<file path="config.mk">
export PLATFORM = sky130hd
export DESIGN_NAME = pac_top
export DESIGN_NICKNAME = d
export VERILOG_FILES = /design/src/pac_pkg.sv /design/src/pac_top.sv
export SDC_FILE = /design/constraint.sdc
export NUM_CORES = 1
export LEC_CHECK = 0
export ABC_CLOCK_PERIOD_IN_PS = 4900
export BUFFER_PORTS_ARGS = -buffer_cell sky130_fd_sc_hd__buf_2
export CAP_MARGIN = 30
export CORE_MARGIN = 1.5
export CORE_UTILIZATION = 50
export CTS_CLUSTER_SIZE = 24
export DETAILED_ROUTE_END_ITERATION = 6
export PLACE_DENSITY = 0.77
export SYNTH_ARGS = -nofsm -noshare
export SYNTH_HDL_FRONTEND = slang
export SYNTH_SLANG_ARGS = --single-unit
export TNS_END_PERCENT = 100
</file>
<file path="constraint.sdc">
create_clock -name sys_clk -period 4.9 [get_ports sys_clk]
set_input_delay 0.98 -clock sys_clk [delete_from_list [all_inputs] [get_ports sys_clk]]
set_output_delay 0.98 -clock sys_clk [all_outputs]
set_load 0.05 [all_outputs]
</file>
<file path="src/pac_pkg.sv">
package pac_pkg;

  // ***************************************************************
  // Register indices (management register numbers)
  // ***************************************************************
  localparam logic [4:0] PAC_REG_BASIC_MODE_CONTROL = 5'h00;
  localparam logic [4:0] PAC_REG_BASIC_MODE_STATUS = 5'h01;
  localparam logic [4:0] PAC_REG_NEG_ADVERTISEMENT = 5'h04;
  localparam logic [4:0] PAC_REG_PARTNER_ABILITY = 5'h05;
  localparam logic [4:0] PAC_REG_NEG_EXPANSION = 5'h06;
  localparam logic [4:0] PAC_REG_PHY_LINK_STATUS = 5'h10;
  localparam logic [4:0] PAC_REG_PHY_CONTROL = 5'h19;

  // ***************************************************************
  // Field positions
  // ***************************************************************
  localparam int PAC_BMC_SOFT_RESET = 15;
  localparam int PAC_BMC_SPEED = 13;
  localparam int PAC_BMC_NEG_EN = 12;
  localparam int PAC_BMC_ISOLATE = 10;
  localparam int PAC_BMC_RESTART = 9;
  localparam int PAC_BMC_DUPLEX = 8;
  localparam int PAC_ADV_10HD = 5;
  localparam int PAC_ADV_10FD = 6;
  localparam int PAC_ADV_100HD = 7;
  localparam int PAC_ADV_100FD = 8;
  localparam int PAC_PCR_AUTO_XOVER = 15;
  localparam int PAC_PCR_FORCE_XOVER = 14;

  // ***************************************************************
  // Constant values
  // ***************************************************************
  localparam logic [15:0] PAC_STATUS_FIXED = 16'h7849; // 100FD/HD,10FD/HD,suppr,neg able,ext; T4 clear
  localparam logic [15:0] PAC_STATUS_NEG_ABLE = 16'h0008;
  localparam logic [15:0] PAC_PD_100 = 16'h0081;
  localparam logic [15:0] PAC_PD_10 = 16'h0021;
  localparam logic [4:0] PAC_SELECTOR = 5'h01;
  localparam logic [4:0] PAC_ADDR_DEFAULT = 5'h01;
  localparam logic [15:0] PAC_ADV_BASE = 16'h0001;
  localparam int PAC_BREAK_LINK_MS = 1500;
  localparam int PAC_CLK_MHZ = 100;
  localparam longint PAC_BREAK_LINK_CYC = longint'(PAC_BREAK_LINK_MS) * 1000 * PAC_CLK_MHZ;

  // ***************************************************************
  // Types
  // ***************************************************************
  typedef enum logic [4:0] {
    PAC_ST_FORCED = 5'b00001,
    PAC_ST_BREAK = 5'b00010,
    PAC_ST_ABILITY = 5'b00100,
    PAC_ST_LINK_CHECK = 5'b01000,
    PAC_ST_GOOD = 5'b10000
  } pac_state_t;

  // Partner page as delivered by the pulse receiver
  typedef struct packed {
    logic valid;
    logic [15:0] word;
    logic next_page;
  } pac_page_t;

  // Resolved operating mode
  typedef struct packed {
    logic speed_100;
    logic full_duplex;
    logic link_up;
    logic complete;
  } pac_mode_t;

endpackage

</file>
<file path="src/pac_top.sv">
`timescale 1ns/1ps
module pac_top #(
  parameter longint BREAK_LINK_CYCLES = pac_pkg::PAC_BREAK_LINK_CYC // Hold-off length
) (
  input wire logic sys_clk, // Core clock 100 MHz
  input wire logic reset_n, // Synchronous reset, active low
  input wire logic mdc, // Management clock, sampled
  input wire logic mdio_in, // Management data in
  output logic mdio_out, // Management data out
  output logic mdio_oe, // Management data drive enable
  input wire logic [4:0] strapped_mgmt_address, // Address straps
  input wire logic negotiation_enable_strap, // Negotiation enable strap
  input wire logic negotiation_mode_strap_high, // Mode strap high
  input wire logic negotiation_mode_strap_low, // Mode strap low
  input wire logic crossover_strap, // Automatic crossover strap
  input wire logic link_10_good, // 10 Mb/s receiver link
  input wire logic link_100_good, // 100 Mb/s receiver link
  input wire logic flp_detected, // Partner bursts being received
  input wire pac_pkg::pac_page_t rx_page, // Received code word
  input wire logic [3:0] txd, // MII transmit data
  input wire logic tx_en, // MII transmit enable
  output logic [3:0] txd_to_pcs, // Transmit data to coding
  output logic tx_en_to_pcs, // Transmit enable to coding
  output logic mii_out_oe, // MII outputs drive enable
  output logic flp_send, // Send bursts
  output logic [15:0] flp_word, // Word carried in bursts
  output logic tx_silence, // Halt data and link pulses
  output logic automatic_crossover, // Auto crossover active
  output logic force_crossover, // Crossover forced
  output pac_pkg::pac_mode_t mode // Operating mode
);
  import pac_pkg::*;

  // ***************************************************************
  // Strap capture
  // ***************************************************************
  logic boot_q;
  logic [15:0] bmc_q;
  logic [15:0] adv_q;
  logic [15:0] lpa_q;
  logic [15:0] pcr_q;
  logic isolate_strap_q;
  logic pd_fault_q;
  logic page_rx_q;
  logic partner_able_q;
  logic partner_np_q;
  logic rfault_q;
  logic [63:0] brk_cnt_q;
  pac_state_t state_q;
  logic restart_req;
  logic wr_stb;
  logic [4:0] wr_reg;
  logic [15:0] wr_data;
  logic [3:0] strap_ab;
  logic exp_rd_clr;

  initial
  begin
    if (BREAK_LINK_CYCLES < 1)
    begin
      $error("BREAK_LINK_CYCLES must be at least one");
    end
  end

  // Strap abilities: 100FD,100HD,10FD,10HD
  always_comb
  begin
    strap_ab = 4'h0;
    unique case ({negotiation_enable_strap, negotiation_mode_strap_high, negotiation_mode_strap_low})
      3'b000: strap_ab = 4'b0001;
      3'b001: strap_ab = 4'b0010;
      3'b010: strap_ab = 4'b0100;
      3'b011: strap_ab = 4'b1000;
      3'b100: strap_ab = 4'b0011;
      3'b101: strap_ab = 4'b1100;
      3'b110: strap_ab = 4'b0101;
      3'b111: strap_ab = 4'b1111;
    endcase
  end

  // Straps are sampled one edge after reset release, never under reset
  always_ff @(posedge sys_clk)
  begin
    if (!reset_n)
      boot_q <= 1'b1;
    else
      boot_q <= 1'b0;
  end

  // ***************************************************************
  // Control registers
  // ***************************************************************
  // Basic control; restart bit self-clears once accepted
  always_ff @(posedge sys_clk)
  begin
    if (!reset_n)
      bmc_q <= 16'h0000;
    else if (boot_q)
    begin
      bmc_q <= 16'h0000;
      bmc_q[PAC_BMC_NEG_EN] <= negotiation_enable_strap;
      bmc_q[PAC_BMC_SPEED] <= negotiation_mode_strap_high;
      bmc_q[PAC_BMC_DUPLEX] <= negotiation_mode_strap_low;
    end
    else if (wr_stb && wr_reg == PAC_REG_BASIC_MODE_CONTROL)
    begin
      bmc_q <= wr_data;
      bmc_q[PAC_BMC_SOFT_RESET] <= 1'b0;
    end
    else if (state_q == PAC_ST_BREAK)
      bmc_q[PAC_BMC_RESTART] <= 1'b0;
  end

  // Advertisement; strap chooses bits 8:5, writes may restrict
  always_ff @(posedge sys_clk)
  begin
    if (!reset_n)
      adv_q <= PAC_ADV_BASE;
    else if (boot_q)
      adv_q <= {7'h00, strap_ab, PAC_SELECTOR};
    else if (wr_stb && wr_reg == PAC_REG_NEG_ADVERTISEMENT)
      adv_q <= wr_data;
  end

  // Phy control: crossover bits writable, address latched from straps only
  always_ff @(posedge sys_clk)
  begin
    if (!reset_n)
    begin
      pcr_q <= {1'b1, 10'h000, PAC_ADDR_DEFAULT};
      isolate_strap_q <= 1'b0;
    end
    else if (boot_q)
    begin
      pcr_q <= {crossover_strap, 10'h000, strapped_mgmt_address};
      isolate_strap_q <= (strapped_mgmt_address == 5'h00);
    end
    else if (wr_stb && wr_reg == PAC_REG_PHY_CONTROL)
      pcr_q[15:5] <= wr_data[15:5];
  end

  // ***************************************************************
  // Negotiation sequence
  // ***************************************************************
  logic neg_en;
  logic neg_en_d1_q;
  logic armed_q;
  logic one_link;
  logic pd_complete_q;
  assign neg_en = bmc_q[PAC_BMC_NEG_EN];
  assign one_link = link_10_good ^ link_100_good;
  // Restart on bit 9 write, or on an enable rising edge
  assign restart_req = (wr_stb && wr_reg == PAC_REG_BASIC_MODE_CONTROL && wr_data[PAC_BMC_RESTART])
                       || (neg_en && !neg_en_d1_q);

  always_ff @(posedge sys_clk)
  begin
    if (!reset_n)
      neg_en_d1_q <= 1'b0;
    else
      neg_en_d1_q <= neg_en;
  end

  // Main sequence: hold-off, ability exchange, link check, good
  always_ff @(posedge sys_clk)
  begin
    if (!reset_n || boot_q)
      state_q <= PAC_ST_FORCED;
    else if (!neg_en)
      state_q <= PAC_ST_FORCED;
    else if (restart_req)
      state_q <= PAC_ST_BREAK;
    else
    begin
      unique case (state_q)
        PAC_ST_FORCED: state_q <= PAC_ST_FORCED;
        PAC_ST_BREAK: if (brk_cnt_q >= 64'(BREAK_LINK_CYCLES - 1)) state_q <= PAC_ST_ABILITY;
        PAC_ST_ABILITY: if ((rx_page.valid && !rx_page.next_page) || (!flp_detected && one_link))
          state_q <= PAC_ST_LINK_CHECK;
        PAC_ST_LINK_CHECK: if (link_10_good || link_100_good) state_q <= PAC_ST_GOOD;
        PAC_ST_GOOD: if (!(link_10_good || link_100_good)) state_q <= PAC_ST_BREAK;
      endcase
    end
  end

  // Hold-off counter on the core clock
  always_ff @(posedge sys_clk)
  begin
    if (!reset_n || state_q != PAC_ST_BREAK || restart_req)
      brk_cnt_q <= 64'h0;
    else
      brk_cnt_q <= brk_cnt_q + 64'h1;
  end

  // Partner register and expansion status; page events win over parallel detection and the read clear
  always_ff @(posedge sys_clk)
  begin
    if (!reset_n || boot_q)
    begin
      lpa_q <= 16'h0000;
      partner_able_q <= 1'b0;
      partner_np_q <= 1'b0;
      page_rx_q <= 1'b0;
      pd_complete_q <= 1'b0;
      pd_fault_q <= 1'b0;
      armed_q <= 1'b0;
      rfault_q <= 1'b0;
    end
    else
    begin
      armed_q <= 1'b0;
      if (state_q == PAC_ST_BREAK)
      begin
        lpa_q <= 16'h0000;
        partner_able_q <= 1'b0;
        pd_complete_q <= 1'b0;
      end
      if (state_q == PAC_ST_ABILITY && rx_page.valid)
      begin
        lpa_q <= rx_page.word;
        partner_able_q <= 1'b1;
        partner_np_q <= rx_page.word[15];
        rfault_q <= rx_page.word[13];
        page_rx_q <= 1'b1;
      end
      else if (state_q == PAC_ST_ABILITY && !flp_detected && one_link)
      begin
        lpa_q <= link_100_good ? PAC_PD_100 : PAC_PD_10;
        partner_able_q <= 1'b0;
        pd_complete_q <= 1'b1;
      end
      else if (exp_rd_clr)
        page_rx_q <= 1'b0;
      // Fault is sticky until read; set wins over the read clear
      if (state_q == PAC_ST_ABILITY && !flp_detected && link_10_good && link_100_good)
        pd_fault_q <= 1'b1;
      else if (exp_rd_clr)
        pd_fault_q <= 1'b0;
    end
  end

  // Resolution of operating mode
  logic [3:0] common;
  always_comb
  begin
    common = {adv_q[PAC_ADV_100FD], adv_q[PAC_ADV_100HD], adv_q[PAC_ADV_10FD], adv_q[PAC_ADV_10HD]}
             & {lpa_q[PAC_ADV_100FD], lpa_q[PAC_ADV_100HD], lpa_q[PAC_ADV_10FD], lpa_q[PAC_ADV_10HD]};
    mode.link_up = link_10_good || link_100_good;
    mode.complete = (state_q == PAC_ST_GOOD);
    if (!neg_en)
    begin
      mode.speed_100 = bmc_q[PAC_BMC_SPEED];
      mode.full_duplex = bmc_q[PAC_BMC_DUPLEX];
    end
    else if (common[3])
    begin
      mode.speed_100 = 1'b1;
      mode.full_duplex = 1'b1;
    end
    else if (common[2])
    begin
      mode.speed_100 = 1'b1;
      mode.full_duplex = 1'b0;
    end
    else
    begin
      mode.speed_100 = 1'b0;
      mode.full_duplex = common[1];
    end
  end

  // ***************************************************************
  // Media and MII side
  // ***************************************************************
  logic isolate;
  assign isolate = bmc_q[PAC_BMC_ISOLATE] || isolate_strap_q;
  assign tx_silence = (state_q == PAC_ST_BREAK);
  assign flp_send = (state_q == PAC_ST_ABILITY) || (state_q == PAC_ST_LINK_CHECK);
  assign flp_word = adv_q;
  assign mii_out_oe = !isolate;
  assign automatic_crossover = pcr_q[PAC_PCR_AUTO_XOVER] && neg_en;
  assign force_crossover = pcr_q[PAC_PCR_FORCE_XOVER];

  // Transmit data is blocked in isolate and hold-off
  always_ff @(posedge sys_clk)
  begin
    if (!reset_n || isolate || tx_silence)
    begin
      txd_to_pcs <= 4'h0;
      tx_en_to_pcs <= 1'b0;
    end
    else
    begin
      txd_to_pcs <= txd;
      tx_en_to_pcs <= tx_en;
    end
  end

  // ***************************************************************
  // Management frame engine
  // ***************************************************************
  // Frames are decoded on rising mdc; answers run regardless of isolate
  logic mdc_q;
  logic mdc_rise;
  logic [5:0] bit_cnt_q;
  logic [31:0] sh_q;
  logic [15:0] rd_sh_q;
  logic [15:0] rd_val;
  logic rd_stb;
  logic [4:0] rd_reg;
  logic reading_q;
  logic [4:0] reg_q;
  assign mdc_rise = mdc && !mdc_q;

  always_comb
  begin
    rd_val = 16'h0000;
    unique case (reg_q)
      PAC_REG_BASIC_MODE_CONTROL: rd_val = bmc_q;
      PAC_REG_BASIC_MODE_STATUS: rd_val = PAC_STATUS_FIXED
        | {10'h000, (state_q == PAC_ST_GOOD), rfault_q, 1'b0, mode.link_up, 2'b00};
      PAC_REG_NEG_ADVERTISEMENT: rd_val = adv_q;
      PAC_REG_PARTNER_ABILITY: rd_val = lpa_q;
      PAC_REG_NEG_EXPANSION: rd_val = {11'h000, pd_fault_q, partner_np_q, 1'b0, page_rx_q, partner_able_q};
      PAC_REG_PHY_LINK_STATUS: rd_val = {11'h000, pd_complete_q, mode.complete, 1'b0,
                                         mode.full_duplex, !mode.speed_100 || !mode.link_up};
      PAC_REG_PHY_CONTROL: rd_val = pcr_q;
      default: rd_val = 16'h0000;
    endcase
  end

  assign wr_stb = mdc_rise && !reading_q && bit_cnt_q == 6'd31 && sh_q[30:29] == 2'b01
                  && sh_q[28:27] == 2'b01 && sh_q[26:22] == pcr_q[4:0];
  assign wr_reg = sh_q[21:17];
  assign wr_data = {sh_q[14:0], mdio_in};
  assign rd_stb = mdc_rise && bit_cnt_q == 6'd13 && sh_q[12:11] == 2'b01 && sh_q[10:9] == 2'b10
                  && sh_q[8:4] == pcr_q[4:0];
  assign rd_reg = {sh_q[3:0], mdio_in};
  // Expansion flags clear only once their value sits in the shift register, so a read never loses them
  assign exp_rd_clr = mdc_rise && reading_q && bit_cnt_q == 6'd14 && reg_q == PAC_REG_NEG_EXPANSION;

  // Bit counter waits for preamble-free start 01; preamble is optional
  always_ff @(posedge sys_clk)
  begin
    if (!reset_n)
    begin
      mdc_q <= 1'b0;
      bit_cnt_q <= 6'h00;
      sh_q <= 32'hffffffff;
      reading_q <= 1'b0;
      reg_q <= 5'h00;
      rd_sh_q <= 16'h0;
      mdio_oe <= 1'b0;
      mdio_out <= 1'b0;
    end
    else
    begin
      mdc_q <= mdc;
      if (mdc_rise)
      begin
        sh_q <= {sh_q[30:0], mdio_in};
        if (bit_cnt_q == 6'h00)
          bit_cnt_q <= (sh_q[0] == 1'b0 && mdio_in) ? 6'd2 : 6'd0;
        else if (bit_cnt_q == 6'd31)
        begin
          bit_cnt_q <= 6'h00;
          sh_q[0] <= 1'b1; // Line counts as idle, so a trailing zero is no start bit
          reading_q <= 1'b0;
          mdio_oe <= 1'b0;
        end
        else
          bit_cnt_q <= bit_cnt_q + 6'd1;
        if (rd_stb)
        begin
          reading_q <= 1'b1;
          reg_q <= rd_reg;
        end
        // Each answer bit is driven one mdc rise ahead of the rise at which the master samples it
        if (reading_q && bit_cnt_q == 6'd14)
        begin
          mdio_oe <= 1'b1;
          mdio_out <= 1'b0;
          rd_sh_q <= rd_val;
        end
        else if (reading_q && bit_cnt_q > 6'd14 && bit_cnt_q < 6'd31)
        begin
          mdio_out <= rd_sh_q[15];
          rd_sh_q <= {rd_sh_q[14:0], 1'b0};
        end
      end
    end
  end

endmodule

</file>
# == Yosys cells after proc, flatten, opt, wreduce, memory -nomap -nowiden ==
# Memory sizes are Yosys's and may differ from the RTL's.
# Index checks and enable logic that the tools add are counted.
# totals
reg_bits,208
rom_bits,32
in_bits,39
memories,1
# mem_list
name,words,width,rd,rd_ports_with_merged_regs,write_ports,line,rtl
(no name shown),8,4,1,0,0,pac_top.sv:69,"unique case ({negotiation_enable_strap, negotiation_mode_strap_high, negotiation_mode_strap_low})"
# classes
n_addsub,2
order_cmp,3
eq_ne,34
muxes,46
n_bitwise,5
reduce_logical,74
# op_table
operator,n
16-bit case mux with 7 select lines,1
16-bit two-way mux,5
64-bit by 1-bit adder with 64-bit output (second input constant),1
64-bit by 28-bit >= comparator with 1-bit output (second input constant),1
1-bit logical AND,30
9-bit two-way mux,3
5-bit by 3-bit equality test with 1-bit output (second input constant),5
5-bit case mux with 5 select lines,1
11-bit two-way mux,2
5-bit equality test (second input constant),4
1-bit two-way mux,20
5-bit two-way mux,4
2-bit nonzero test,9
5-bit logical NOT,3
14-bit two-way mux,1
6-bit by 4-bit equality test with 1-bit output (second input constant),2
6-bit two-way mux,2
1-bit logical OR,11
5-bit by 1-bit equality test with 1-bit output (second input constant),2
5-bit equality test,2
2-bit two-way mux,5
2-bit inequality test (second input constant),5
1-bit logical NOT,9
8-bit two-way mux,1
24 further kinds,35

# == Logic depth before layout (Yosys ltp) ==
# Gate-level depths: netlist of run 1.
# depth
ltp_word,12
depth_mapped,9
mapped_depth_nobuf,8

# == Worst setup path after synthesis of run 1 ==
# Ideal clock, no wire load.
# synth_path
kind,reg-to-output
start,reg adv_q[8] (netlist: flp_word[8])
end,out mode[3] (netlist name)
t_arrival_ns,1.727
required_time_ns,3.920
slack_ns,2.193
stages_incl_launch_ff,3
n_path_buf,0
cell_sequence,dfxtp_1 > nand2_1 > a31oi_1
# synth_lines
element,line,rtl
start: declaration,pac_top.sv:39,logic [15:0] adv_q;
start signal: assignment,pac_top.sv:120,"adv_q <= {7'h00, strap_ab, PAC_SELECTOR};"
start signal: assignment,pac_top.sv:122,adv_q <= wr_data;
end: declaration,pac_top.sv:30,output pac_pkg::pac_mode_t mode

# == Worst setup path after layout of run 1 ==
# layout_path
start,reg state_q[4]
end,out tx_silence
# layout_between
elab_chain_cells,1
# layout_rtl
element,line,rtl
start: declaration,pac_top.sv:49,pac_state_t state_q;
start signal: assignment,pac_top.sv:168,state_q <= PAC_ST_FORCED;
start signal: assignment,pac_top.sv:170,state_q <= PAC_ST_FORCED;
start signal: assignment,pac_top.sv:172,state_q <= PAC_ST_BREAK;
5-bit by 2-bit equality test with 1-bit output,pac_top.sv:277,assign tx_silence = (state_q == PAC_ST_BREAK);
end: declaration,pac_top.sv:27,"output logic tx_silence,"
# Every way passes these cells.

==> results of run 1 <==
[report_power, final]
| part | internal (mW) | switching (mW) | leakage (nW) |
|---|---|---|---|
| Combinational | 0.0621 | 0.112 | 1.82 |
| Clock | 0.958 | 0.686 | 0.354 |
| Sequential | 1.72 | 0.0439 | 1.69 |
| Total | 2.74 | 0.842 | 3.86 |
[cell families (layout without fill, tap and decap cells)]
| family | after synthesis | after routing | share of synthesized area, % |
|---|---|---|---|
| simple gates | 542 | 542 | 27.5 |
| buf+inv | 81 | 153 | 3.82 |
| other cells | 0 | 3 | 0 |
| compound gates | 170 | 170 | 12.5 |
| fa+ha+maj | 8 | 8 | 1.08 |
| xor+xnor | 75 | 75 | 7.06 |
| mux | 31 | 31 | 3.35 |
| flops | 208 | 208 | 44.7 |
[routing by layer]
metal	vias to the layer above	global-route usage, %	share of wire, %
li1	4035	-	-
met1	3918	33.4	43
met2	333	39.1	44
met3	58	4.71	8.3
met4	0	11.1	4.3
met5	-	0	0
[layout make-up]
cell class / instances / share of cell area, %
well taps: 229 / 2.71
flip-flops and latches: 208 / 39.4
multi-input cells: 826 / 45.5
clock buffers: 29 / 5.95
clock inverters: 11 / 0.841
repair buffers: 86 / 4.58
diodes: 3 / 0.0711
inverters: 27 / 0.960
[registers in the layout (all words and copies together) (netlist names), 4 cells and up]
signal / cells
txd_to_pcs: 4
bit_cnt_q: 6
brk_cnt_q: 64
state_q: 5
bmc_q: 15
rd_sh_q: 16
lpa_q: 16
sh_q: 31
reg_q: 5
pcr_q: 16
flp_word: 16
[path summary, 6_finish.rpt]
path                      from       endpoint  slack (ps)  cells after the start
setup / recovery    state_q[4]     tx_silence        1860                      4
hold / removal      rd_sh_q[0]     rd_sh_q[0]         460                      2
setup reg to reg  bit_cnt_q[1]  brk_cnt_q[63]        2000                      8
hold reg to reg     rd_sh_q[0]     rd_sh_q[0]         460                      2
[cells in the final DEF (no fill, tap or decap), types with 4 or more instances in the layout]
cell                        Yosys  routed
sky130_fd_sc_hd__nor4_1        23      23
sky130_fd_sc_hd__xnor2_1       48      48
sky130_fd_sc_hd__buf_2          2      71
sky130_fd_sc_hd__clkinv_2       0       7
sky130_fd_sc_hd__nor3_1        34      33
sky130_fd_sc_hd__buf_4          1      13
sky130_fd_sc_hd__or4_1          6       6
sky130_fd_sc_hd__nand3_1       60      60
sky130_fd_sc_hd__nand4b_1       4       4
sky130_fd_sc_hd__ha_1           8       8
sky130_fd_sc_hd__o21ai_0       17      17
sky130_fd_sc_hd__nor2b_1        6       5
sky130_fd_sc_hd__dfxtp_1      208     208
sky130_fd_sc_hd__a31o_2         4       4
sky130_fd_sc_hd__nor4b_1        4       4
sky130_fd_sc_hd__a211oi_1       7       7
sky130_fd_sc_hd__nor2_1       153     153
sky130_fd_sc_hd__and4_1         7       7
sky130_fd_sc_hd__inv_1         26      26
sky130_fd_sc_hd__nand4_1       24      24
sky130_fd_sc_hd__a222oi_1      21      21
sky130_fd_sc_hd__nand2_1      167     166
sky130_fd_sc_hd__or3_1          9       9
sky130_fd_sc_hd__a22oi_1       29      29
sky130_fd_sc_hd__and2_1        13      13
sky130_fd_sc_hd__nand2b_1       9       9
sky130_fd_sc_hd__mux2i_1       30      30
sky130_fd_sc_hd__clkbuf_16      0      23
sky130_fd_sc_hd__xor2_1        27      27
sky130_fd_sc_hd__and3_1        12      12
sky130_fd_sc_hd__a21oi_1       63      63
[tightest hold or removal path, cell delays in order (launching register included)]
cell	delay [ps]
sky130_fd_sc_hd__dfxtp_1	310
sky130_fd_sc_hd__nand2_1	50
sky130_fd_sc_hd__a21oi_1	50
[synth_stat cells, drive strengths merged (8+ instances only)]
| cell | number | area (um^2) |
|---|---|---|
| nand4 | 24 | 150 |
| a222oi | 21 | 210 |
| and3 | 12 | 75.1 |
| and2 | 13 | 81.3 |
| inv | 26 | 97.6 |
| nor2 | 154 | 581 |
| a22oi | 29 | 218 |
| nand2 | 167 | 627 |
| a21oi | 63 | 315 |
| dfxtp | 208 | 4160 |
| buf | 11 | 92.6 |
| or3 | 9 | 56.3 |
| nor4 | 24 | 165 |
| clkbuf | 43 | 161 |
| nand3 | 60 | 300 |
| o21ai | 18 | 90.1 |
| nand2b | 9 | 56.3 |
| xor2 | 27 | 236 |
| xnor2 | 48 | 420 |
| ha | 8 | 100 |
| nor3 | 35 | 180 |
| mux2i | 30 | 300 |
==> flow_summary.json, run 1 <==
{
  "synthToLayoutAreaGrowth_pct": 13.4,
  "max-vdd-ir-drop_v": 0.000209,
  "cts-htree-levels": 1,
  "cp-end-kind": "output pin",
  "violations": "design-rule violations",
  "dominantRegCellSynth": "sky130_fd_sc_hd__dfxtp_1",
  "clk_pin_slew_ps": 70,
  "grt_max_degree": 46,
  "n_fill_cell": 1576,
  "run_status": "complete, but fails checks",
  "post-route-cell-area_mm2": 0.0106,
  "post-dp-hpwl_um": 17200,
  "postSynthRegisterBits": 208,
  "routed_via_density": 5.88,
  "io_pins": 71,
  "unique_cell_type_count_in_the_yosys_netlist": 65,
  "finClkSkew_ps": 16.4,
  "period_minus_slack_ps": 3040,
  "detail_route.drc_violations": 28,
  "timing.critical_path.slowest_stage_cell": "sky130_fd_sc_hd__nor4b_1",
  "synth-warning-count": 0,
  "async_flop_share_pct": 0,
  "gr-usage-all-layers_pct": 24.9,
  "cts-root-to-sink-buffers": 3,
  "layout.area.seq_mm2": 0.00416,
  "die_height_um": 139,
  "clk_latency_ps": 510,
  "cts.sinks": 208,
  "avgRoutedWirePerCell_um": 17.3,
  "grt_setup_unrepaired": "false",
  "grt-ovfl-total": 0,
  "total_setup_buffers_inserted_after_cts": 0,
  "worst_slew_pin_slew_ps": 879,
  "timing.critical_path.max_delay_family": "simple AND/OR/NAND/NOR gates",
  "clock_tree.root_cell": "sky130_fd_sc_hd__clkbuf_16",
  "sum_of_negative_setup_slack_ps": 0,
  "cts-buffers-inserted": 22,
  "core-area_mm2": 0.0181,
  "hold_slack_ps": 455,
  "timing.slew.headroom_pct": 39.9,
  "gp_routability_congestion": 0.959,
  "critPathKind": "reg2out",
  "cell_breakdown_of_the_critical_path": "nor4b_1, nand2b_1, inv_1, buf_2",
  "num_rows": 49,
  "cp.required_ps": 3920,
  "critical-path-max-stage-delay_ps": 440,
  "synthesis.instances": 1115,
  "tritoncts": "built",
  "cellPowerDensity_mw_per_mm2": 339,
  "avgSynthCellArea_um2": 8.35,
  "multi_input_comb_area_mm2": 0.00480,
  "max_fanout_on_critical_path": 8,
  "grt_pass1_vias": 7709,
  "dpl_worst_slack_ps": 1670,
  "total_leakage_power_nw": 3.86,
  "timing_max_transition_violations_final": 0,
  "setup.worst_path.start_class": "flip-flop",
  "routed_via_count": 8344,
  "placed_area_mm2": 0.00983,
  "worstHoldPathType": "reg2reg",
  "final_cell_count_no_fill": 1419,
  "layout_worst_path_cycle_share_pct": 62.0,
  "effective_utilization_at_floorplan_pct": 51.5,
  "die_x_um": 139,
  "worst-endpoint-arrival_ps": 2060,
  "drtPass1Iterations": 7,
  "crit_buf_inv": 2,
  "ant_nets": 0,
  "num-nets-final": 1218,
  "final_util_pct": 58.4,
  "synth-edff-count": 0,
  "wire_length_of_the_first_global_routing_pass_um": 39700,
  "synth-seq-area-share_pct": 44.7,
  "final_layout_size_suffix_gt1_share_pct": 11.9,
  "post_cts_hold_buffer_count": 0,
  "maximum_achievable_frequency_mhz": 329,
  "number_of_antenna_violations_at_the_first_check_in_global_routing": 3,
  "placed_cells": 1375,
  "total_power_mw": 3.58,
  "post_synth_instance_area_mm2": 0.00931,
  "timing_hold_violations_final": 0,
  "finalWirelength_um": 24600,
  "post_cts_resized": 0,
  "fin_ws_ps": 1860,
  "die_area_mm2": 0.0194,
  "drt_iter0_drc": 807,
  "finalSetupViolations": 0,
  "synth.net_count": 1162,
  "max-cap-violations": 0,
  "count_of_buffers_from_port_buffering": 70
}
Power figures use the tool's default switching activity.
==> run 2, diff against run 1 <==
- ABC_CLOCK_PERIOD_IN_PS: 4900 -> 2750
- PLACE_DENSITY: 0.77 -> 0.8
- clock period: 4.9 -> 2.75 ns (I/O delays scaled with it)
==> run 2 against run 1 <==
Net effect:
- the flow still finishes with violations (design-rule violations)
- register-to-register slack got worse by 1800 ps
- sequential cell count did not move
- power rose by 85%
- cell area rose by 2.6%
- final cell count rose by 1.6%
- global-route usage rose by 0.93 points
- clock power rose by 93%
- die area did not move
- critical path depth rose by 3
==> flow_summary.json, run 2 (synthesized netlist as in run 1, its figures left out) <==
{
  "run_status": "complete, but fails checks",
  "violations": "design-rule violations",
  "count_of_buffers_from_port_buffering": 70,
  "number_of_antenna_violations_at_the_first_check_in_global_routing": 2,
  "final_util_pct": 59.9,
  "total_leakage_power_nw": 4.03,
  "core-area_mm2": 0.0181,
  "placed_area_mm2": 0.0100,
  "finClkSkew_ps": 22.6,
  "grt_pass1_vias": 7983,
  "reg2reg_to": "state_q[3]",
  "hold_path_stages": 2,
  "period_minus_slack_ps": 2590,
  "cts-root-to-sink-buffers": 3,
  "wire_length_of_the_first_global_routing_pass_um": 40900,
  "gp_routability_congestion": 1.00,
  "avgRoutedWirePerCell_um": 17.6,
  "multi_input_comb_area_mm2": 0.00480,
  "cp-end-kind": "flip-flop",
  "num-nets-final": 1242,
  "post_cts_hold_buffer_count": 0,
  "ant_nets": 0,
  "die_x_um": 139,
  "biggest_regs": "brk_cnt_q x64, sh_q x31",
  "most_used_cells_in_the_layout_excluding_fill_and_tap_cells": "sky130_fd_sc_hd__dfxtp_1, sky130_fd_sc_hd__nand2_1, sky130_fd_sc_hd__nor2_1",
  "maximum_achievable_frequency_mhz": 386,
  "fin_ws_ps": 161,
  "num_rows": 49,
  "mostFrequentLayoutCell": "sky130_fd_sc_hd__dfxtp_1",
  "n_fill_cell": 1526,
  "worstHoldPathType": "in2reg",
  "critPathLaunch": "brk_cnt_q[31]",
  "cellPowerDensity_mw_per_mm2": 611,
  "r2r_start": "brk_cnt_q[31]",
  "total_power_mw": 6.62,
  "io_pins": 71,
  "effective_utilization_at_floorplan_pct": 51.5,
  "rr_worst_depth": 7,
  "layout_worst_path_cycle_share_pct": 94.1,
  "total_setup_buffers_inserted_after_cts": 0,
  "cp.required_ps": 3160,
  "sum_of_negative_setup_slack_ps": 0,
  "cts-buffers-inserted": 23,
  "finalSetupViolations": 0,
  "drtPass1Iterations": 7,
  "worst_slew_pin_slew_ps": 629,
  "grt_max_degree": 35,
  "drt_iter0_drc": 734,
  "timing_hold_violations_final": 0,
  "timing_max_transition_violations_final": 0,
  "layout.area.seq_mm2": 0.00416,
  "setup.worst_path.start_class": "flip-flop",
  "timing.slew.headroom_pct": 57.0,
  "finalWirelength_um": 25400,
  "clk_pin_slew_ps": 60,
  "gr-usage-all-layers_pct": 25.9,
  "register_with_the_most_flip_flops": "brk_cnt_q",
  "clock_tree.root_cell": "sky130_fd_sc_hd__clkbuf_16",
  "max-vdd-ir-drop_v": 0.000443,
  "crit_end": "state_q[3]",
  "routed_via_density": 5.96,
  "die_area_mm2": 0.0194,
  "die_height_um": 139,
  "hold_slack_ps": 232,
  "tritoncts": "built",
  "post-route-cell-area_mm2": 0.0108,
  "reg2reg_setup_slack_ps": 160,
  "detail_route.drc_violations": 33,
  "cts.sinks": 208,
  "critPathKind": "reg2reg",
  "final_layout_size_suffix_gt1_share_pct": 13.8,
  "max-cap-violations": 0,
  "placed_cells": 1399,
  "largest_register_ff_count": 64,
  "routed_via_count": 8590,
  "grt-ovfl-total": 0,
  "clk_latency_ps": 510,
  "cts-htree-levels": 1,
  "worst-endpoint-arrival_ps": 3000,
  "post-dp-hpwl_um": 18200,
  "final_cell_count_no_fill": 1442,
  "dpl_worst_slack_ps": 250,
  "post_cts_resized": 0,
  "synthToLayoutAreaGrowth_pct": 16.4,
  "max_fanout_on_critical_path": 6,
  "grt_setup_unrepaired": "false"
}
## run 2: changes by cell type in the layout (fill, tap and decap cells not counted), moves of 2 or more
cell | previous run | this run
sky130_fd_sc_hd__buf_12 | 1 | 4
sky130_fd_sc_hd__clkinv_2 | 7 | 4
sky130_fd_sc_hd__clkbuf_1 | 3 | 1
sky130_fd_sc_hd__buf_4 | 13 | 35
sky130_fd_sc_hd__clkbuf_8 | 3 | 7
sky130_fd_sc_hd__inv_6 | 0 | 2
## run 2: power breakdown
group          internal (mW)  total [mW]  switching, mW
logic                  0.113       0.317          0.204
clock network           1.91        3.16           1.25
registers               3.07        3.15         0.0790
total                   5.09        6.62           1.53
## run 2: final cells by class
cell class / count / area share (%)
diodes: 2 / 0.0462
clock buffers: 31 / 6.23
clock inverters: 10 / 1.04
inverters: 27 / 0.935
multi-input cells: 826 / 44.3
flip-flops and latches: 208 / 38.4
well taps: 229 / 2.64
repair buffers: 109 / 6.40
## run 2: how the worst min path moves through the flow
stage / from / end / slack (ps)
after floorplan: brk_cnt_q[0] / brk_cnt_q[0] / 430
after global placement: bmc_q[2] / bmc_q[2] / 440
after detailed placement: rd_sh_q[0] / rd_sh_q[0] / 440
after CTS: txd[1] / txd_to_pcs[1] / 220
after global routing: txd[1] / txd_to_pcs[1] / 230
final: txd[1] / txd_to_pcs[1] / 230
## run 2: critical path, stage by stage, from the launching register on
cell and delay (ps):
sky130_fd_sc_hd__dfxtp_1 360, sky130_fd_sc_hd__nor4_1 610, sky130_fd_sc_hd__nand4_1 210, sky130_fd_sc_hd__a2111oi_0 610, sky130_fd_sc_hd__buf_4 220, sky130_fd_sc_hd__a21boi_0 190, sky130_fd_sc_hd__mux2i_1 220, sky130_fd_sc_hd__nor2_1 50
## run 2: routing by layer
layer	vias to the layer above	GRT usage (%)	wire length, um
li1	4080	-	-
met1	4034	34.5	10700
met2	403	40.2	11200
met3	73	4.68	2240
met4	0	13.2	1290
met5	-	0	0
==> run 3, diff against run 2 <==
- CORE_UTILIZATION: 50 -> 54
- PLACE_DENSITY: 0.8 -> 0.85
==> run 3 against run 2 <==
Net effect:
- the flow still finishes with violations (design-rule violations)
- die area is 7.2% lower
- clock skew shrank 12 ps
- via count rose by 0.81%
- non-clock buffer count shrank 4
==> flow_summary.json, run 3 (synthesized netlist as in run 1, its figures left out) <==
{
  "sink_of_the_worst_hold_path": "txd_to_pcs[2]",
  "tritoncts": "built",
  "grt-ovfl-total": 0,
  "die_x_um": 134,
  "routed_via_count": 8660,
  "maximum_achievable_frequency_mhz": 384,
  "number_of_antenna_violations_at_the_first_check_in_global_routing": 0,
  "timing.slew.headroom_pct": 55.8,
  "cts-htree-levels": 1,
  "placed_area_mm2": 0.00997,
  "cts-buffers-inserted": 23,
  "detail_route.drc_violations": 6,
  "largest_register_ff_count": 64,
  "num-nets-final": 1238,
  "worst_slew_pin_slew_ps": 659,
  "gp_routability_congestion": 0.981,
  "timing_max_transition_violations_final": 0,
  "cp-end-kind": "flip-flop",
  "finalSetupViolations": 0,
  "wire_length_of_the_first_global_routing_pass_um": 40200,
  "clk_latency_ps": 510,
  "post-route-cell-area_mm2": 0.0107,
  "max_fanout_on_critical_path": 11,
  "cp.required_ps": 3110,
  "post_cts_hold_buffer_count": 0,
  "critPathKind": "reg2reg",
  "timing.critical_path.slowest_stage_cell": "sky130_fd_sc_hd__or4_1",
  "n_fill_cell": 1362,
  "hold_slack_ps": 236,
  "grt_max_degree": 42,
  "run_status": "complete, but fails checks",
  "reg2reg_setup_slack_ps": 140,
  "sum_of_negative_setup_slack_ps": 0,
  "final_cell_count_no_fill": 1425,
  "mostFrequentLayoutCell": "sky130_fd_sc_hd__dfxtp_1",
  "hold_path_stages": 2,
  "antenna-diode-count": 0,
  "finalWirelength_um": 25400,
  "routed_via_density": 6.08,
  "final_layout_size_suffix_gt1_share_pct": 12.7,
  "critical-path-max-stage-delay_ps": 740,
  "cts.sinks": 208,
  "clock_tree.root_cell": "sky130_fd_sc_hd__clkbuf_16",
  "worstHoldPathType": "in2reg",
  "setup.worst_path.start_class": "flip-flop",
  "ant_nets": 0,
  "total_leakage_power_nw": 3.94,
  "period_minus_slack_ps": 2610,
  "timing.critical_path.max_delay_family": "simple AND/OR/NAND/NOR gates",
  "drtPass1Iterations": 7,
  "layout_worst_path_cycle_share_pct": 94.8,
  "grt_pass1_vias": 7825,
  "r2r_start": "reading_q",
  "register_with_the_most_flip_flops": "brk_cnt_q",
  "finClkSkew_ps": 10.2,
  "post-dp-hpwl_um": 18000,
  "total_power_mw": 6.29,
  "crit_buf_inv": 0,
  "biggest_regs": "brk_cnt_q x64, sh_q x31",
  "io_pins": 71,
  "clk_pin_slew_ps": 60,
  "avgRoutedWirePerCell_um": 17.9,
  "num_rows": 47,
  "die_height_um": 134,
  "grt_setup_unrepaired": "false",
  "max-cap-violations": 0,
  "post_cts_resized": 0,
  "cell_breakdown_of_the_critical_path": "or4b_4, or4_4, or4_1, nand2_1, a21oi_1",
  "rr_worst_depth": 5,
  "synthToLayoutAreaGrowth_pct": 14.4,
  "drt_iter0_drc": 967,
  "die_area_mm2": 0.0180,
  "reg2reg_to": "flp_word[15]",
  "effective_utilization_at_floorplan_pct": 55.7,
  "layout.area.seq_mm2": 0.00416,
  "cts-root-to-sink-buffers": 3,
  "timing_hold_violations_final": 0,
  "hold_path.startpoint": "txd[2]",
  "dpl_worst_slack_ps": 83.7,
  "fin_ws_ps": 143,
  "placed_cells": 1386,
  "final_util_pct": 63.8,
  "most_used_cells_in_the_layout_excluding_fill_and_tap_cells": "sky130_fd_sc_hd__dfxtp_1, sky130_fd_sc_hd__nand2_1, sky130_fd_sc_hd__nor2_1",
  "count_of_buffers_from_port_buffering": 70,
  "max-vdd-ir-drop_v": 0.000414,
  "core-area_mm2": 0.0167,
  "violations": "design-rule violations",
  "worst-endpoint-arrival_ps": 2970,
  "total_setup_buffers_inserted_after_cts": 0,
  "multi_input_comb_area_mm2": 0.00480,
  "gr-usage-all-layers_pct": 27.6,
  "cellPowerDensity_mw_per_mm2": 590
}
## run 3: cell count changes in the layout (fill, tap and decap cells not counted), sizes merged
| cell | change |
|---|---|
| buf | -4 |
| bufinv | -2 |
| clkbuf | +3 |
| clkinv | -1 |
| clkinvlp | -2 |
| diode | -2 |
## run 3: cell type report
class / count / area share (%)
Multi-Input combinational cell: 826 / 45.0
Sequential cell: 208 / 39.1
Clock buffer: 34 / 6.07
Timing Repair Buffer: 105 / 5.97
Tap cell: 220 / 2.58
Inverter: 27 / 0.951
Clock inverter: 5 / 0.329
## run 3: how the worst max path moves through the flow
stage | from | to | slack [ps] | cells after the start
5_1_grt | state_q[4] | tx_silence | 80 | 4
4_1_cts | state_q[4] | tx_silence | 170 | 4
3_3_place_gp | link_100_good | state_q[4] | 200 | 9
2_1_floorplan | reading_q | flp_word[10] | 410 | 6
6_report | reading_q | flp_word[15] | 140 | 5
3_5_place_dp | link_100_good | state_q[3] | 80 | 9
## run 3: layer usage
metal | track usage [%] | vias up | share of wire [%]
met4 | 11.5 | 0 | 3.9
li1 | - | 4075 | -
met5 | 0 | - | 0
met1 | 38.1 | 4076 | 42
met2 | 43.1 | 440 | 44
met3 | 4.50 | 69 | 9.9
## run 3: power by group
part / switching, mW / internal, mW / total [mW]
sequential: 0.0799 / 3.07 / 3.15
clock: 1.19 / 1.63 / 2.82
combinational: 0.210 / 0.114 / 0.323
total: 1.48 / 4.81 / 6.29
